### src/rwri_pkg.sv
`default_nettype none
package rwri_pkg;

  // ---------------------------------------------------------------
  // register indices (byte address is four times the index)
  // ---------------------------------------------------------------
  localparam int ADDR_W = 10;
  localparam logic [7:0] IX_TIMER = 8'h01;
  localparam logic [7:0] IX_PCLOW = 8'h02;
  localparam logic [7:0] IX_STATUS = 8'h03;
  localparam logic [7:0] IX_POINTER = 8'h04;
  localparam logic [7:0] IX_PCHIGH = 8'h0a;
  localparam logic [7:0] IX_IRQCTL = 8'h0b;
  localparam logic [7:0] IX_PFLAGS = 8'h0c;
  localparam logic [7:0] IX_CMPCFG = 8'h1f;
  localparam logic [7:0] IX_OPTCFG = 8'h81;
  localparam logic [7:0] IX_ADIR = 8'h85;
  localparam logic [7:0] IX_BDIR = 8'h86;
  localparam logic [7:0] IX_PENAB = 8'h8c;
  localparam logic [7:0] IX_PWRCTL = 8'h8e;
  localparam logic [7:0] IX_VREF = 8'h9f;

  // ---------------------------------------------------------------
  // field positions
  // ---------------------------------------------------------------
  localparam int ST_TMO_N = 4;
  localparam int ST_PWD_N = 3;
  localparam int IC_GLB_EN = 7;
  localparam int IC_PERI_EN = 6;
  localparam int IC_TMR_EN = 5;
  localparam int IC_PIN_EN = 4;
  localparam int IC_CHG_EN = 3;
  localparam int PF_CMP_FL = 6;
  localparam int PW_POR_N = 1;
  localparam int PW_BOR_N = 0;
  localparam int SRC_CHG = 0;
  localparam int SRC_PIN = 1;
  localparam int SRC_TMR = 2;
  localparam int SRC_CMP = 3;
  localparam int N_SRC = 4;

  // ---------------------------------------------------------------
  // reset values, masks, vector, responses
  // ---------------------------------------------------------------
  localparam int PC_W = 13;
  localparam logic [PC_W-1:0] IRQ_VECTOR = 13'h0004;
  localparam logic [7:0] OPT_RST = 8'hff;
  localparam logic [4:0] ADIR_RST = 5'h1f;
  localparam logic [7:0] BDIR_RST = 8'hff;
  localparam logic [7:0] PFLAG_MASK = 8'h40;
  localparam logic [7:0] VREF_MASK = 8'hef;
  localparam logic [1:0] RESP_OKAY = 2'h0;
  localparam logic [1:0] RESP_SLVERR = 2'h2;

  typedef enum logic [2:0] {
    C_NONE, C_POR, C_BOR, C_MASTER_CLEAR_PIN_RUN, C_MASTER_CLEAR_PIN_SLP, C_WDT_RST, C_WDT_WAKE, C_IRQ_WAKE
  } rwri_cause_t;

endpackage : rwri_pkg
`default_nettype wire

### src/rwri_top.sv
// Summary of operation
// supply too low: full power-on load, pc 0, status 0001 1xxx, power 0x
// master clear while running: pc 000h, status 000u uuuu, power untouched
// master clear asleep: pc 0, status 0001 0uuu, power untouched
// interrupt wake: pc becomes pc+1, status uuu1 0uuu, power untouched
// interrupt wake with global enable set: run pc+1, then branch to 0004h
// brown-out clears power bit 0; master clear and watchdog resets leave it
// comparator wake sets peripheral flag bit 6; other wakes leave it
// every interrupt wake sets at least one flag naming its source
// unimplemented bits always read zero
// condition bits follow the cause; unchanged bits keep their contents
// global enable is interrupt control bit 7, cleared on every reset
`default_nettype none
module rwri_top (
  input wire logic MCLK_IN,
  input wire logic RST_N_IN,
  input wire logic S_AXI_AWVALID_IN,
  output logic S_AXI_AWREADY_OUT,
  input wire logic [rwri_pkg::ADDR_W-1:0] S_AXI_AWADDR_IN,
  input wire logic S_AXI_WVALID_IN,
  output logic S_AXI_WREADY_OUT,
  input wire logic [31:0] S_AXI_WDATA_IN,
  input wire logic [3:0] S_AXI_WSTRB_IN,
  output logic S_AXI_BVALID_OUT,
  input wire logic S_AXI_BREADY_IN,
  output logic [1:0] S_AXI_BRESP_OUT,
  input wire logic S_AXI_ARVALID_IN,
  output logic S_AXI_ARREADY_OUT,
  input wire logic [rwri_pkg::ADDR_W-1:0] S_AXI_ARADDR_IN,
  output logic S_AXI_RVALID_OUT,
  input wire logic S_AXI_RREADY_IN,
  output logic [31:0] S_AXI_RDATA_OUT,
  output logic [1:0] S_AXI_RRESP_OUT,
  input wire logic SUPPLY_LOW_IN,
  input wire logic BROWNOUT_IN,
  input wire logic MASTER_CLEAR_PIN_IN,
  input wire logic WATCHDOG_TIMER_IN,
  input wire logic SLEEP_ENTER_IN,
  input wire logic [rwri_pkg::N_SRC-1:0] IRQ_EVENT_IN,
  input wire logic [rwri_pkg::PC_W-1:0] CUR_PC_IN,
  input wire logic INSTR_DONE_IN,
  output logic PC_LOAD_OUT,
  output logic [rwri_pkg::PC_W-1:0] PC_VALUE_OUT,
  output logic ASLEEP_OUT,
  output logic VECTOR_PEND_OUT,
  output logic [7:0] CORE_STATUS_OUT,
  output logic [1:0] POWER_CONTROL_OUT
);
  import rwri_pkg::*;

  // ---------------------------------------------------------------
  // state
  // ---------------------------------------------------------------
  typedef struct packed {
    logic aw_v;
    logic [7:0] aw_a;
    logic w_v;
    logic [7:0] w_d;
    logic w_s;
    logic b_v;
    logic [1:0] b_r;
    logic r_v;
    logic [7:0] r_d;
    logic [1:0] r_r;
    logic asleep;
    logic vec_pend;
    logic [PC_W-1:0] pc;
    logic pc_ld;
    logic [7:0] status;
    logic [4:0] pchigh;
    logic [7:0] irqctl;
    logic [7:0] pflags;
    logic [7:0] penab;
    logic [5:0] cmpcfg;
    logic [7:0] optcfg;
    logic [4:0] adir;
    logic [7:0] bdir;
    logic [1:0] pwr;
    logic [7:0] vref;
    logic [7:0] timer;
    logic [7:0] pointer;
  } rwri_state_t;

  rwri_state_t st_q;
  rwri_state_t st_d;
  rwri_cause_t cause;
  logic [N_SRC-1:0] src_en;
  logic wake_hit;
  logic [8:0] rd_hit;
  logic [8:0] wr_hit;

  // ---------------------------------------------------------------
  // register read decode
  // ---------------------------------------------------------------
  // returns {hit, data}; a miss answers with a bus error and zero data
  function automatic logic [8:0] rd_reg(input logic [7:0] ix, input rwri_state_t s);
    logic [8:0] r;
    r = 9'h000;
    case (ix)
      IX_TIMER: r = {1'b1, s.timer};
      IX_PCLOW: r = {1'b1, s.pc[7:0]};
      IX_STATUS: r = {1'b1, s.status};
      IX_POINTER: r = {1'b1, s.pointer};
      IX_PCHIGH: r = {1'b1, 3'h0, s.pchigh};
      IX_IRQCTL: r = {1'b1, s.irqctl};
      IX_PFLAGS: r = {1'b1, s.pflags & PFLAG_MASK};
      IX_CMPCFG: r = {1'b1, 2'h0, s.cmpcfg};
      IX_OPTCFG: r = {1'b1, s.optcfg};
      IX_ADIR: r = {1'b1, 3'h0, s.adir};
      IX_BDIR: r = {1'b1, s.bdir};
      IX_PENAB: r = {1'b1, s.penab & PFLAG_MASK};
      IX_PWRCTL: r = {1'b1, 6'h00, s.pwr};
      IX_VREF: r = {1'b1, s.vref & VREF_MASK};
      default: r = 9'h000;
    endcase
    return r;
  endfunction : rd_reg

  // ---------------------------------------------------------------
  // cause selection
  // ---------------------------------------------------------------
  // a wake needs the source's own enable; the global enable only picks the vector
  assign src_en = {st_q.irqctl[IC_PERI_EN] & st_q.penab[PF_CMP_FL], st_q.irqctl[IC_TMR_EN],
                   st_q.irqctl[IC_PIN_EN], st_q.irqctl[IC_CHG_EN]};
  assign wake_hit = st_q.asleep && (|(IRQ_EVENT_IN & src_en));
  assign rd_hit = rd_reg(S_AXI_ARADDR_IN[9:2], st_q);
  assign wr_hit = rd_reg(st_q.aw_a, st_q);

  // heavier causes win: a supply drop overrides any lighter reset
  always_comb
  begin
    cause = C_NONE;
    if (!RST_N_IN || SUPPLY_LOW_IN)
      cause = C_POR;
    else if (BROWNOUT_IN)
      cause = C_BOR;
    else if (MASTER_CLEAR_PIN_IN)
      cause = st_q.asleep ? C_MASTER_CLEAR_PIN_SLP : C_MASTER_CLEAR_PIN_RUN;
    else if (WATCHDOG_TIMER_IN)
      cause = st_q.asleep ? C_WDT_WAKE : C_WDT_RST;
    else if (wake_hit)
      cause = C_IRQ_WAKE;
  end

  // ---------------------------------------------------------------
  // next state
  // ---------------------------------------------------------------
  always_comb
  begin
    st_d = st_q;
    if (!RST_N_IN)
      st_d = '0;
    st_d.pc_ld = 1'b0;
    // bus channels: address and data are held until both are present
    if (S_AXI_AWVALID_IN && !st_q.aw_v)
    begin
      st_d.aw_v = 1'b1;
      st_d.aw_a = S_AXI_AWADDR_IN[9:2];
    end
    if (S_AXI_WVALID_IN && !st_q.w_v)
    begin
      st_d.w_v = 1'b1;
      st_d.w_d = S_AXI_WDATA_IN[7:0];
      st_d.w_s = S_AXI_WSTRB_IN[0];
    end
    if (st_q.b_v && S_AXI_BREADY_IN)
      st_d.b_v = 1'b0;
    if (st_q.aw_v && st_q.w_v && !st_q.b_v)
    begin
      st_d.aw_v = 1'b0;
      st_d.w_v = 1'b0;
      st_d.b_v = 1'b1;
      st_d.b_r = wr_hit[8] ? RESP_OKAY : RESP_SLVERR;
      if (st_q.w_s)
      begin
        case (st_q.aw_a)
          IX_TIMER: st_d.timer = st_q.w_d;
          IX_PCLOW:
          begin
            // a write to the low byte jumps, taking the high bits from the latch
            st_d.pc = {st_q.pchigh, st_q.w_d};
            st_d.pc_ld = 1'b1;
          end
          // power-down and time-out bits are read-only for software
          IX_STATUS: st_d.status = {st_q.w_d[7:5], st_q.status[4:3], st_q.w_d[2:0]};
          IX_POINTER: st_d.pointer = st_q.w_d;
          IX_PCHIGH: st_d.pchigh = st_q.w_d[4:0];
          IX_IRQCTL: st_d.irqctl = st_q.w_d;
          IX_PFLAGS: st_d.pflags = st_q.w_d & PFLAG_MASK;
          IX_CMPCFG: st_d.cmpcfg = st_q.w_d[5:0];
          IX_OPTCFG: st_d.optcfg = st_q.w_d;
          IX_ADIR: st_d.adir = st_q.w_d[4:0];
          IX_BDIR: st_d.bdir = st_q.w_d;
          IX_PENAB: st_d.penab = st_q.w_d & PFLAG_MASK;
          IX_PWRCTL: st_d.pwr = st_q.w_d[1:0];
          IX_VREF: st_d.vref = st_q.w_d & VREF_MASK;
          default: st_d.timer = st_q.timer;
        endcase
      end
    end
    if (S_AXI_ARVALID_IN && !st_q.r_v)
    begin
      st_d.r_v = 1'b1;
      st_d.r_d = rd_hit[7:0];
      st_d.r_r = rd_hit[8] ? RESP_OKAY : RESP_SLVERR;
    end
    else if (st_q.r_v && S_AXI_RREADY_IN)
      st_d.r_v = 1'b0;
    // after the wake instruction retires, branch to the vector
    if (st_q.vec_pend && INSTR_DONE_IN)
    begin
      st_d.pc = IRQ_VECTOR;
      st_d.pc_ld = 1'b1;
      st_d.vec_pend = 1'b0;
      st_d.irqctl[IC_GLB_EN] = 1'b0;
    end
    if (SLEEP_ENTER_IN)
    begin
      st_d.asleep = 1'b1;
      st_d.status[ST_TMO_N] = 1'b1;
      st_d.status[ST_PWD_N] = 1'b0;
    end
    // flags set after the bus write so a same-cycle clear loses
    for (int i = 0; i < SRC_CMP; i++)
      if (IRQ_EVENT_IN[i])
        st_d.irqctl[i] = 1'b1;
    if (IRQ_EVENT_IN[SRC_CMP])
      st_d.pflags[PF_CMP_FL] = 1'b1;
    // reset and wake loads override everything above
    case (cause)
      C_POR, C_BOR, C_MASTER_CLEAR_PIN_RUN, C_MASTER_CLEAR_PIN_SLP, C_WDT_RST:
      begin
        st_d.pc = '0;
        st_d.pc_ld = 1'b1;
        st_d.asleep = 1'b0;
        st_d.vec_pend = 1'b0;
        st_d.pchigh = 5'h00;
        st_d.irqctl = {7'h00, st_q.irqctl[0]};
        st_d.pflags = 8'h00;
        st_d.penab = 8'h00;
        st_d.cmpcfg = 6'h00;
        st_d.optcfg = OPT_RST;
        st_d.adir = ADIR_RST;
        st_d.bdir = BDIR_RST;
        st_d.vref = 8'h00;
        st_d.status[7:5] = 3'h0;
      end
      C_WDT_WAKE, C_IRQ_WAKE:
      begin
        st_d.pc = CUR_PC_IN + 13'h0001;
        st_d.pc_ld = 1'b1;
        st_d.asleep = 1'b0;
      end
      default: st_d.asleep = st_d.asleep;
    endcase
    // condition-dependent bits per cause; all others keep their value
    case (cause)
      C_POR:
      begin
        st_d.status = 8'h18;
        st_d.irqctl = 8'h00;
        st_d.pwr = 2'h0;
      end
      C_BOR:
      begin
        st_d.status[4:3] = 2'h3;
        st_d.pwr[PW_BOR_N] = 1'b0;
      end
      C_MASTER_CLEAR_PIN_SLP: st_d.status[4:3] = 2'h2;
      // an awake watchdog reset marks the time-out only; power-down bit is kept
      C_WDT_RST: st_d.status[ST_TMO_N] = 1'b0;
      C_WDT_WAKE: st_d.status[4:3] = 2'h0;
      C_IRQ_WAKE:
      begin
        st_d.status[4:3] = 2'h2;
        st_d.vec_pend = st_q.irqctl[IC_GLB_EN];
      end
      default: st_d.status = st_d.status;
    endcase
  end

  // ---------------------------------------------------------------
  // registers and outputs
  // ---------------------------------------------------------------
  // reset is folded into the next-state logic as a power-on cause
  always_ff @(posedge MCLK_IN)
  begin
    st_q <= st_d;
  end

  assign S_AXI_AWREADY_OUT = !st_q.aw_v;
  assign S_AXI_WREADY_OUT = !st_q.w_v;
  assign S_AXI_BVALID_OUT = st_q.b_v;
  assign S_AXI_BRESP_OUT = st_q.b_r;
  assign S_AXI_ARREADY_OUT = !st_q.r_v;
  assign S_AXI_RVALID_OUT = st_q.r_v;
  assign S_AXI_RDATA_OUT = {24'h000000, st_q.r_d};
  assign S_AXI_RRESP_OUT = st_q.r_r;
  assign PC_LOAD_OUT = st_q.pc_ld;
  assign PC_VALUE_OUT = st_q.pc;
  assign ASLEEP_OUT = st_q.asleep;
  assign VECTOR_PEND_OUT = st_q.vec_pend;
  assign CORE_STATUS_OUT = st_q.status;
  assign POWER_CONTROL_OUT = st_q.pwr;
endmodule : rwri_top
`default_nettype wire

### config.mk
export PLATFORM = sky130hd
export DESIGN_NAME = rwri_top
export DESIGN_NICKNAME = d
export VERILOG_FILES = /design/src/rwri_pkg.sv /design/src/rwri_top.sv
export SDC_FILE = /design/constraint.sdc
export NUM_CORES = 1
export LEC_CHECK = 0
export ABC_AREA = 1
export BUFFER_PORTS_ARGS = -buffer_cell sky130_fd_sc_hd__buf_2
export CORE_AREA = 2 2 111 135
export CTS_CLUSTER_DIAMETER = 30
export DETAILED_ROUTE_END_ITERATION = 8
export DIE_AREA = 0 0 113 137
export PLACE_DENSITY_LB_ADDON = 0.12
export REMOVE_ABC_BUFFERS = 1
export SLEW_MARGIN = 30
export SYNTH_ARGS = -nofsm -noshare
export SYNTH_HDL_FRONTEND = slang
export SYNTH_SLANG_ARGS = --single-unit
### constraint.sdc
create_clock -name MCLK_IN -period 1.9 [get_ports MCLK_IN]
set_input_delay 0.095 -clock MCLK_IN [delete_from_list [all_inputs] [get_ports MCLK_IN]]
set_output_delay 0.095 -clock MCLK_IN [all_outputs]
set_load 0.005 [all_outputs]
==> results of run 1 <==
critical path, cell delays in order (launching register included):
cell and delay [ns]:
edfxtp_1 0.48, nor2_4 0.18, nand2_4 0.10, nor2_1 0.09
nand2_1 0.11, nor2_2 0.20, buf_4 0.21, nand2_1 0.08
o21ai_0 0.15, nand2_1 0.08, o31ai_1 0.06
placed cells by master, fill, tap and decap left out, drive strengths merged, types with 6 or more instances in the layout:
master         n
o21ai         79
a21oi         31
dfxtp         84
nor2         110
edfxtp        38
clkinv         9
buf          129
or2            6
dlygate4sd3   30
conb          26
inv           96
clkbuf        19
nand3         73
nand2        263
nor3          29
nand4         22
power groups by stage:
| stage | registers [uW] | logic, uW | clock network (uW) |
|---|---|---|---|
| floorplan | 3000 | 425 | 0 |
| global placement | 3030 | 771 | 0 |
| detailed placement | 3030 | 775 | 0 |
| CTS | 2980 | 827 | 3300 |
| global route | 3010 | 948 | 3400 |
| finish | 2990 | 859 | 3260 |
cell families (layout without fill, tap and decap cells):
kind of cell	count (synthesis)	in the layout
DFF	122	122
buffers and inverters	181	287
adders and majority gates	1	1
other	1	26
xor gates and xnor gates	2	2
and+or+nand+nor	506	507
AOI/OAI and AO/OA	140	140
repair_timing:
item / 4_1_cts / 5_1_grt
setup buffers: 0 / 1
cloned: 0 / 1
pin swaps: 0 / 3
hold buffers: 30 / 0
endpoints found under the hold margin: 30 / 0
resized for setup: 2 / 19
setup endpoints to repair: 3 / 46
area by class of cell:
type / count / area, um^2
Clock buffer: 19 / 443
Sequential cell: 122 / 2820
Clock inverter: 13 / 151
Multi-Input combinational cell: 676 / 3370
Tap cell: 175 / 219
Timing Repair Buffer: 159 / 1070
Fill cell: 1337 / 5730
Inverter: 96 / 360
stage by stage:
step	utilization	setup TNS (ns)	power [uW]	setup slack, ns	hold slack [ns]
final	0.595	0	7110	0.0671	0.0155
after global routing	0.595	-0.163	7360	-0.0300	0.0419
after CTS	0.590	0	7110	0.0274	0.00733
after detailed placement	0.526	-0.0369	3810	-0.0234	0.298
after global placement	0.526	0	3800	0.0468	0.296
after floorplan	-	-3.43	3420	-0.295	0.199
state kept, by name, indices dropped and copies added (netlist names), 2 cells and up:
signal / flops
CORE_STATUS_OUT: 8
PC_VALUE_OUT: 13
POWER_CONTROL_OUT: 2
S_AXI_RDATA_OUT: 8
src_en: 3
st_q: 81
path summary, 6_finish.rpt:
kind / to / slack, ns / cells past startpoint / start
min reg2reg: st_q[1]$_DFF_P_ / 0.49 / 2 / st_q[1]$_DFF_P_
max reg2reg: PC_VALUE_OUT[5]$_DFF_P_ / 0.07 / 10 / st_q[137]$_DFFE_PP_
max: PC_VALUE_OUT[5]$_DFF_P_ / 0.07 / 10 / st_q[137]$_DFFE_PP_
min: PC_VALUE_OUT[11]$_DFF_P_ / 0.02 / 4 / CUR_PC_IN[11]
layer usage:
layer,part of all wire,up-vias
met5,0,-
met4,0.025,0
met3,0.062,32
met2,0.48,242
met1,0.43,2954
li1,-,3284
==> flow_metrics.tcl, run 1 <==
set metrics [dict create \
    hold_violations 0 \
    cts_root_buf "clkbuf_16" \
    core_area_um2 14200 \
    synth-main-ff-cell "dfxtp_1" \
    insertion_delay_ns 0.43 \
    synth_commonest_cells "256 x nand2_1, 99 x nor2_1, 86 x inv_1" \
    die_h_um 137 \
    synth_warnings 0 \
    failed_checks "DRC" \
    place_congestion 0.919 \
    avgSynthCellArea_um2 7.30 \
    synth_area_leader_cell "dfxtp_1" \
    synth_edf_count 38 \
    layout-drive-gt1-share 0.218 \
    ys_types 50 \
    grt_overflow 0 \
    synth_area_leaders "dfxtp_1 24%, edfxtp_1 16%, nand2_1 14%" \
    p_per_area_nw_per_um2 842 \
    cts_sinks 122 \
    worstPathArrival_ns 2.17 \
    required_ns 2.24 \
    placed_cell_area_um2 7460 \
    p_int_uw 5250 \
    synthArstFlopShare 0 \
    globalRouteMet3Util 0.0487 \
    drv_cap 0 \
    outcome "finished, violations left" \
    die_w_um 113 \
    critical_path.endpoint_type "flip-flop" \
    initial_core_util 0.491 \
    syn_area_um2 6960 \
    drc 7 \
    drt-initial-drc-count 598 \
    yosys.area_share.simple 0.335 \
    synth-adder-area-share 0.00180 \
    p_clk_frac 0.459 \
    netlist_instances 953 \
    antennaDiodeCount 0 \
    use_met2 0.422 \
    pwr-share-seq 0.421 \
    grt_antenna_before_repair 0 \
    placed_cells 1197 \
    synth_top_family_by_area "simple AND/OR/NAND/NOR gates" \
    grt_max_degree 80 \
    io_buffers 95 \
    p_leak_uw 0.00393 \
    fmax_ghz 0.546 \
    first_pass_iters 7 \
    wirelength_um 19600 \
    worst_pin_slew_ns 0.561 \
    p_sw_frac 0.261 \
    synthMuxAreaShare 0 \
    cts-htree-levels 4 \
    wire_per_inst_um 15.6 \
    dpl.hpwl_um 14200 \
    fin_nets 1159 \
    ioPinCount 153 \
    pwr-share-comb 0.121 \
    cp-start-kind "flip-flop" \
    relSlewSlack 0.626 \
    dieArea_um2 15500 \
    ys_seq_area_frac 0.406 \
    finalMaxSlewViolations 0 \
    critical_path.max_fanout 10 \
    tritoncts.num_buffers 17 \
    switching_power_uw 1850 \
    ys_ff_latch 122 \
    finalCriticalPeriod_ns 1.83 \
    synth_top_area_frac 0.242 \
    grtUsageTotal 0.255 \
    final_area_um2 8440 \
    grt-busiest-layer "met2" \
    synth-xor-area-share 0.00252 \
    clkTransAtPathRegs_ns 0.06 \
    num_vias 6512 \
    cts_tree "built" \
    grt_pass1_vias 5798 \
    final-setup-viol-count 0 \
    path_class "flip-flop to flip-flop" \
    use_met1 0.329 \
    finClkSkew_ns 0.00925 \
    synth_compound_area_frac 0.118 \
    clk_path_buf_depth 2 \
    rsz0062_at_grt "true" \
    stdcell_count 1260 \
    period_share 0.965 \
    worstHoldPathType "input pin to flip-flop" \
    area_growth_pct 21.3 \
    antenna_left 0 \
    via_per_inst 5.17 \
    ir_drop_mv 0.604 \
    yosysMostFrequentCell "nand2_1" \
    grt_pass1_wl_um 30000 \
    num_rows 48 \
]
(Power assumes the default switching activity.)
==> inputs of run 2 (changes only) <==
- MAX_ROUTING_LAYER: unset -> met4
==> run 2 against run 1 <==
  * The run ends with DRC, setup timing left
  * Setup slack worse by 0.069 ns
  * Cell count is 0.40% higher
  * Critical path depth stayed put
  * Global-route usage is 1.0 points higher
  * Sequential share of layout area is 0.45 points lower
  * Power is 0.58% lower
  * Critical endpoint is now st_q[8]$_DFFE_PP_
  * Largest cell class unchanged
==> flow_metrics.tcl, run 2 (synthesis gave the netlist of run 1 again) <==
set metrics [dict create \
    outcome "finished, violations left" \
    failed_checks "DRC, setup timing" \
    final-setup-viol-count 1 \
    wirelength_um 20000 \
    clkTransAtPathRegs_ns 0.05 \
    die_h_um 137 \
    dpl.hpwl_um 14200 \
    worstHoldPathType "input pin to flip-flop" \
    final_area_um2 8550 \
    area_growth_pct 23.0 \
    io_buffers 95 \
    grt_pass1_wl_um 30700 \
    dp_slack_ns 0.0155 \
    multi_input_area_um2 3430 \
    dieArea_um2 15500 \
    worstPathArrival_ns 2.08 \
    r2r_setup_slack_ns -0.002 \
    grtUsageTotal 0.265 \
    period_share 1.00 \
    antennaDiodeCount 0 \
    cts_tree "built" \
    cts_root_buf "clkbuf_16" \
    endpoint "st_q[8]$_DFFE_PP_" \
    initial_core_util 0.491 \
    ir_drop_mv 0.556 \
    tritoncts.num_buffers 17 \
    ioPinCount 153 \
    antenna_left 0 \
    place_congestion 0.926 \
    grt_max_degree 80 \
    cts_sinks 122 \
    nFillCells 1358 \
    worst_pin_slew_ns 0.628 \
    reg2reg_depth 10 \
    rsz0062_at_grt "true" \
    first_pass_iters 7 \
    grt_pass1_vias 6043 \
    largest_reg_flops 81 \
    top_register "st_q" \
    finalCriticalPeriod_ns 1.90 \
    final_util 0.603 \
    via_per_inst 5.25 \
    num_vias 6646 \
    p_per_area_nw_per_um2 826 \
    startpoint "st_q[135]$_DFFE_PP_" \
    critical_path.max_fanout 8 \
    fmax_ghz 0.526 \
    die_w_um 113 \
    hold_violations 0 \
    drc 7 \
    wire_per_inst_um 15.8 \
    setup_slack_ns -0.00195 \
    grt_antenna_before_repair 0 \
    core_area_um2 14200 \
    p_leak_uw 0.00399 \
    clk_path_buf_depth 2 \
    layout_commonest_cell "nand2_1" \
    relSlewSlack 0.582 \
    critical_path.endpoint_type "flip-flop" \
    layout-drive-gt1-share 0.241 \
    finalMaxSlewViolations 0 \
    layout.cells.most_common_list "247 x nand2_1, 95 x buf_2, 94 x nor2_1" \
    total_power_uw 7070 \
    reg2reg_to "st_q[8]$_DFFE_PP_" \
    drt-initial-drc-count 494 \
    finClkSkew_ns 0.00801 \
    placed_cell_area_um2 7450 \
    drv_cap 0 \
    insertion_delay_ns 0.43 \
    cp-start-kind "flip-flop" \
    seq_area_um2 2820 \
    fin_nets 1164 \
    rr_startpoint "st_q[135]$_DFFE_PP_" \
    cts-htree-levels 4 \
    num_rows 48 \
    grt_overflow 0 \
    path_class "flip-flop to flip-flop" \
    required_ns 2.08 \
]
run 2: changes by cell type in the layout (fill, tap and decap cells not counted), moves of 3 or more:
| cell | before | now |
|---|---|---|
| buf_4 | 30 | 37 |
| clkbuf_8 | 1 | 5 |
| dlygate4sd3_1 | 30 | 24 |
| nand2_1 | 255 | 247 |
| nand2_2 | 6 | 14 |
| nor3_4 | 1 | 4 |
| o21ai_1 | 3 | 0 |
run 2: critical path: stages (launching register included):
cell and delay (ns):
edfxtp_1 0.43, nor2_4 0.19, nand3_4 0.14, nor3_4 0.20
nand2_1 0.09, nand2_2 0.11, nor3_4 0.06, nand3_4 0.12
buf_6 0.12, clkbuf_16 0.14, o21ai_2 0.05
run 2: through the flow:
step	hold slack [ns]	setup TNS (ns)	cells
3_3_place_gp	0.297	0	1197
6_report	0.00254	-0.00195	1265
5_1_grt	0.0110	-1.22	1265
2_1_floorplan	0.199	-3.43	893
4_1_cts	0.00341	0	1253
3_5_place_dp	0.298	0	1197
run 2: power by group:
| part | leakage (uW) | switching (uW) | total [uW] | internal (uW) |
|---|---|---|---|---|
| logic | 0.00260 | 554 | 889 | 335 |
| registers | 0.00110 | 146 | 3010 | 2860 |
| clock network | 0.000298 | 1140 | 3170 | 2030 |
run 2: repair_timing:
action,CTS,global route
endpoints found under the setup margin,0,56
gates resized for setup,0,44
setup buffers,0,10
hold buffers,24,0
endpoints found under the hold margin,24,0
run 2: final cells by class:
type                    instances  share of cell area
repair buffers                164               0.132
clock inverters                 7             0.00702
flip-flops and latches        122               0.330
clock buffers                  25              0.0616
multi-input cells             676               0.401
well taps                     175              0.0256
inverters                      96              0.0426
run 2: per-layer routing:
metal | vias up | GRT usage | wire length (um)
met5 | - | - | 0
met4 | 0 | 0.112 | 570
met3 | 37 | 0.0492 | 1200
met2 | 256 | 0.421 | 9530
met1 | 3049 | 0.333 | 8750
li1 | 3304 | - | -
run 2: how the worst min path moves through the flow:
stage,from,endpoint,slack (ns),cells past startpoint
after global placement,S_AXI_BREADY_IN,S_AXI_BVALID_OUT$_SDFFE_PP1P_,0.30,2
after floorplan,S_AXI_BREADY_IN,S_AXI_BVALID_OUT$_SDFFE_PP1P_,0.20,1
after CTS,S_AXI_AWADDR_IN[4],st_q[132]$_DFFE_PP_,0.003,3
after global routing,S_AXI_AWADDR_IN[6],st_q[134]$_DFFE_PP_,0.01,3
after detailed placement,S_AXI_RREADY_IN,S_AXI_RVALID_OUT$_SDFFE_PP1P_,0.30,2
final,S_AXI_AWADDR_IN[6],st_q[134]$_DFFE_PP_,0.003,3
==> inputs of run 3 (changes only) <==
- ABC_AREA: 1 -> unset
- CORE_AREA: 2 2 111 135 -> 2 2 110 134
- DIE_AREA: 0 0 113 137 -> 0 0 112 136
==> run 3 against run 2 <==
  * The run ends with setup timing left
  * Power rose by 6.2%
  * Register-to-register slack got worse by 0.14 ns
  * Non-clock buffer count is 66 higher
  * Via count down 0.75%
  * Critical path type unchanged
  * Largest cell class unchanged
  * Highest routed layer unchanged
==> flow_metrics.tcl, run 3 <==
set metrics [dict create \
    cts-htree-levels 4 \
    synth-main-ff-cell "dfxtp_1" \
    cts_tree "built" \
    yosysMostFrequentCell "nand2_1" \
    worst_pin_slew_ns 0.532 \
    synth_edf_count 38 \
    cp-start-kind "flip-flop" \
    num_vias 6596 \
    cts_root_buf "clkbuf_16" \
    wirelength_um 22400 \
    hold_violations 0 \
    cts_sinks 122 \
    top_register "st_q" \
    grt_overflow 0 \
    final_area_um2 8890 \
    synth_warnings 0 \
    synth_area_leader_cell "dfxtp_1" \
    antenna_left 0 \
    clk_path_buf_depth 2 \
    cp_num_cells 5 \
    drt-initial-drc-count 538 \
    grtUsageTotal 0.292 \
    ys_types 70 \
    crit_slowest_cell "or4_4" \
    area_growth_pct 32.4 \
    setup_tns_ns -2.97 \
    avgSynthCellArea_um2 8.46 \
    min_from "CUR_PC_IN[1]" \
    grt_pass1_wl_um 33100 \
    path_delay_family "simple AND/OR/NAND/NOR gates" \
    finalCriticalPeriod_ns 2.04 \
    final-setup-viol-count 38 \
    required_ns 2.20 \
    total_power_uw 7510 \
    ys_ff_latch 122 \
    place_congestion 0.963 \
    r2r_setup_slack_ns -0.14 \
    layout-drive-gt1-share 0.306 \
    finalMaxSlewViolations 0 \
    critPathMostFrequentCell "or4_4" \
    reg2reg_depth 5 \
    layout_commonest_cell "nand2_1" \
    path_class "flip-flop to flip-flop" \
    num_rows 48 \
    die_w_um 112 \
    layout.cells.most_common_list "122 x nand2_1, 95 x buf_2, 84 x dfxtp_1, 84 x buf_4, 47 x nand3_1" \
    grt_max_degree 93 \
    largest_reg_flops 81 \
    fmax_ghz 0.490 \
    rsz0062_at_grt "true" \
    stdcell_count 1138 \
    synth_commonest_cells "130 x nand2_1, 84 x dfxtp_1, 59 x buf_4" \
    finClkSkew_ns 0.00722 \
    placed_cells 1062 \
    synth_top_area_frac 0.251 \
    whs_ns 0.0256 \
    dpl.hpwl_um 15500 \
    worstHoldPathType "input pin to flip-flop" \
    insertion_delay_ns 0.43 \
    failed_checks "setup timing" \
    clkTransAtPathRegs_ns 0.06 \
    setup_slack_ns -0.142 \
    placed_cell_area_um2 7550 \
    grt_pass1_vias 6279 \
    dieArea_um2 15200 \
    via_per_inst 5.80 \
    synthArstFlopShare 0 \
    startpoint "st_q[132]$_DFFE_PP_" \
    relSlewSlack 0.645 \
    ys_seq_area_frac 0.421 \
    ioPinCount 153 \
    p_leak_uw 0.00352 \
    critical_path.max_fanout 16 \
    fin_nets 1037 \
    outcome "finished, violations left" \
    grt_antenna_before_repair 0 \
    ir_drop_mv 0.716 \
    max_stage_delay_ns 0.54 \
    tritoncts.num_buffers 17 \
    antennaDiodeCount 0 \
    critical_path.endpoint_type "flip-flop" \
    syn_area_um2 6710 \
    critical_path_buf_inv_count 1 \
    rr_startpoint "st_q[132]$_DFFE_PP_" \
    p_per_area_nw_per_um2 844 \
    wire_per_inst_um 19.7 \
    worstPathArrival_ns 2.35 \
    reg2reg_to "PC_VALUE_OUT[5]$_DFF_P_" \
    drv_cap 0 \
    drc 0 \
    die_h_um 136 \
    first_pass_iters 5 \
    core_area_um2 14100 \
    period_share 1.07 \
    synth_area_leaders "dfxtp_1 25%, edfxtp_1 17%, nand2_1 7.3%" \
    initial_core_util 0.477 \
    crit_path_cell_trace "or4_4 -> or4_4 -> buf_12 -> a31oi_1 -> o22ai_1" \
    netlist_instances 793 \
    endpoint "PC_VALUE_OUT[5]$_DFF_P_" \
    io_buffers 95 \
]
[run 3: cell count changes in the layout (fill, tap and decap cells not counted), sizes merged, moves of 23 or more]
cell / before / now
nand2: 263 / 130
inv: 95 / 15
nor2: 110 / 31
buf: 139 / 198
o21ai: 79 / 23
nand3: 73 / 50
[run 3: per-stage QoR]
stage	setup WS [ns]	utilization
2_1_floorplan	-0.587	-
3_3_place_gp	-0.183	0.537
3_5_place_dp	-0.228	0.537
4_1_cts	-0.115	0.613
5_1_grt	-0.210	0.632
6_report	-0.142	0.632
[run 3: worst min path at each step]
stage	slack (ns)	end	cells after the start
after floorplan	0.21	S_AXI_RVALID_OUT$_SDFFE_PP1P_	1
after global placement	0.29	S_AXI_BVALID_OUT$_SDFFE_PP1P_	2
after detailed placement	0.30	S_AXI_BVALID_OUT$_SDFFE_PP1P_	2
after CTS	0.005	PC_VALUE_OUT[1]$_DFF_P_	4
after global routing	0.02	PC_VALUE_OUT[1]$_DFF_P_	4
final	0.03	PC_VALUE_OUT[1]$_DFF_P_	4
[run 3: final cells by class]
type	instances	area (um^2)
fillers	1196	5170
repair buffers	230	1690
flip-flops and latches	122	2820
clock inverters	14	198
clock buffers	18	439
well taps	175	219
inverters	15	56.3
multi-input cells	564	3470
[run 3: timing repair]
action | 4_1_cts | 5_1_grt
hold buffers | 31 | 0
gates cloned | 1 | 2
endpoints found under the setup margin | 66 | 90
gates resized for setup | 28 | 60
buffers inserted | 2 | 9
pin swaps | 10 | 13
endpoints found under the hold margin | 30 | 0
[run 3: logic make-up after synthesis]
logic type / synth area share
xor gates and xnor gates: 0.0144
AOI/OAI and AO/OA: 0.159
muxes: 0.0386
other: 0.000559
DFF: 0.421
adders and majority gates: 0.00186
and+or+nand+nor: 0.255
buffers and inverters: 0.110
[run 3: layer usage]
layer / global-route usage / wire, um
met4: 0.152 / 1000
met1: 0.328 / 8520
met3: 0.0588 / 1680
met5: - / 0
met2: 0.494 / 11200
[run 3: worst reg2reg max path, cell delays in order, from the launching register on]
cell and delay [ns]:
edfxtp_1 0.40, or4_4 0.54, or4_4 0.50, buf_12 0.19
a31oi_1 0.19, o22ai_1 0.11
[run 3: power by group]
group	switching, uW	internal [uW]	total (uW)
combinational	564	500	1060
sequential	134	2840	2970
clock	1240	2230	3470
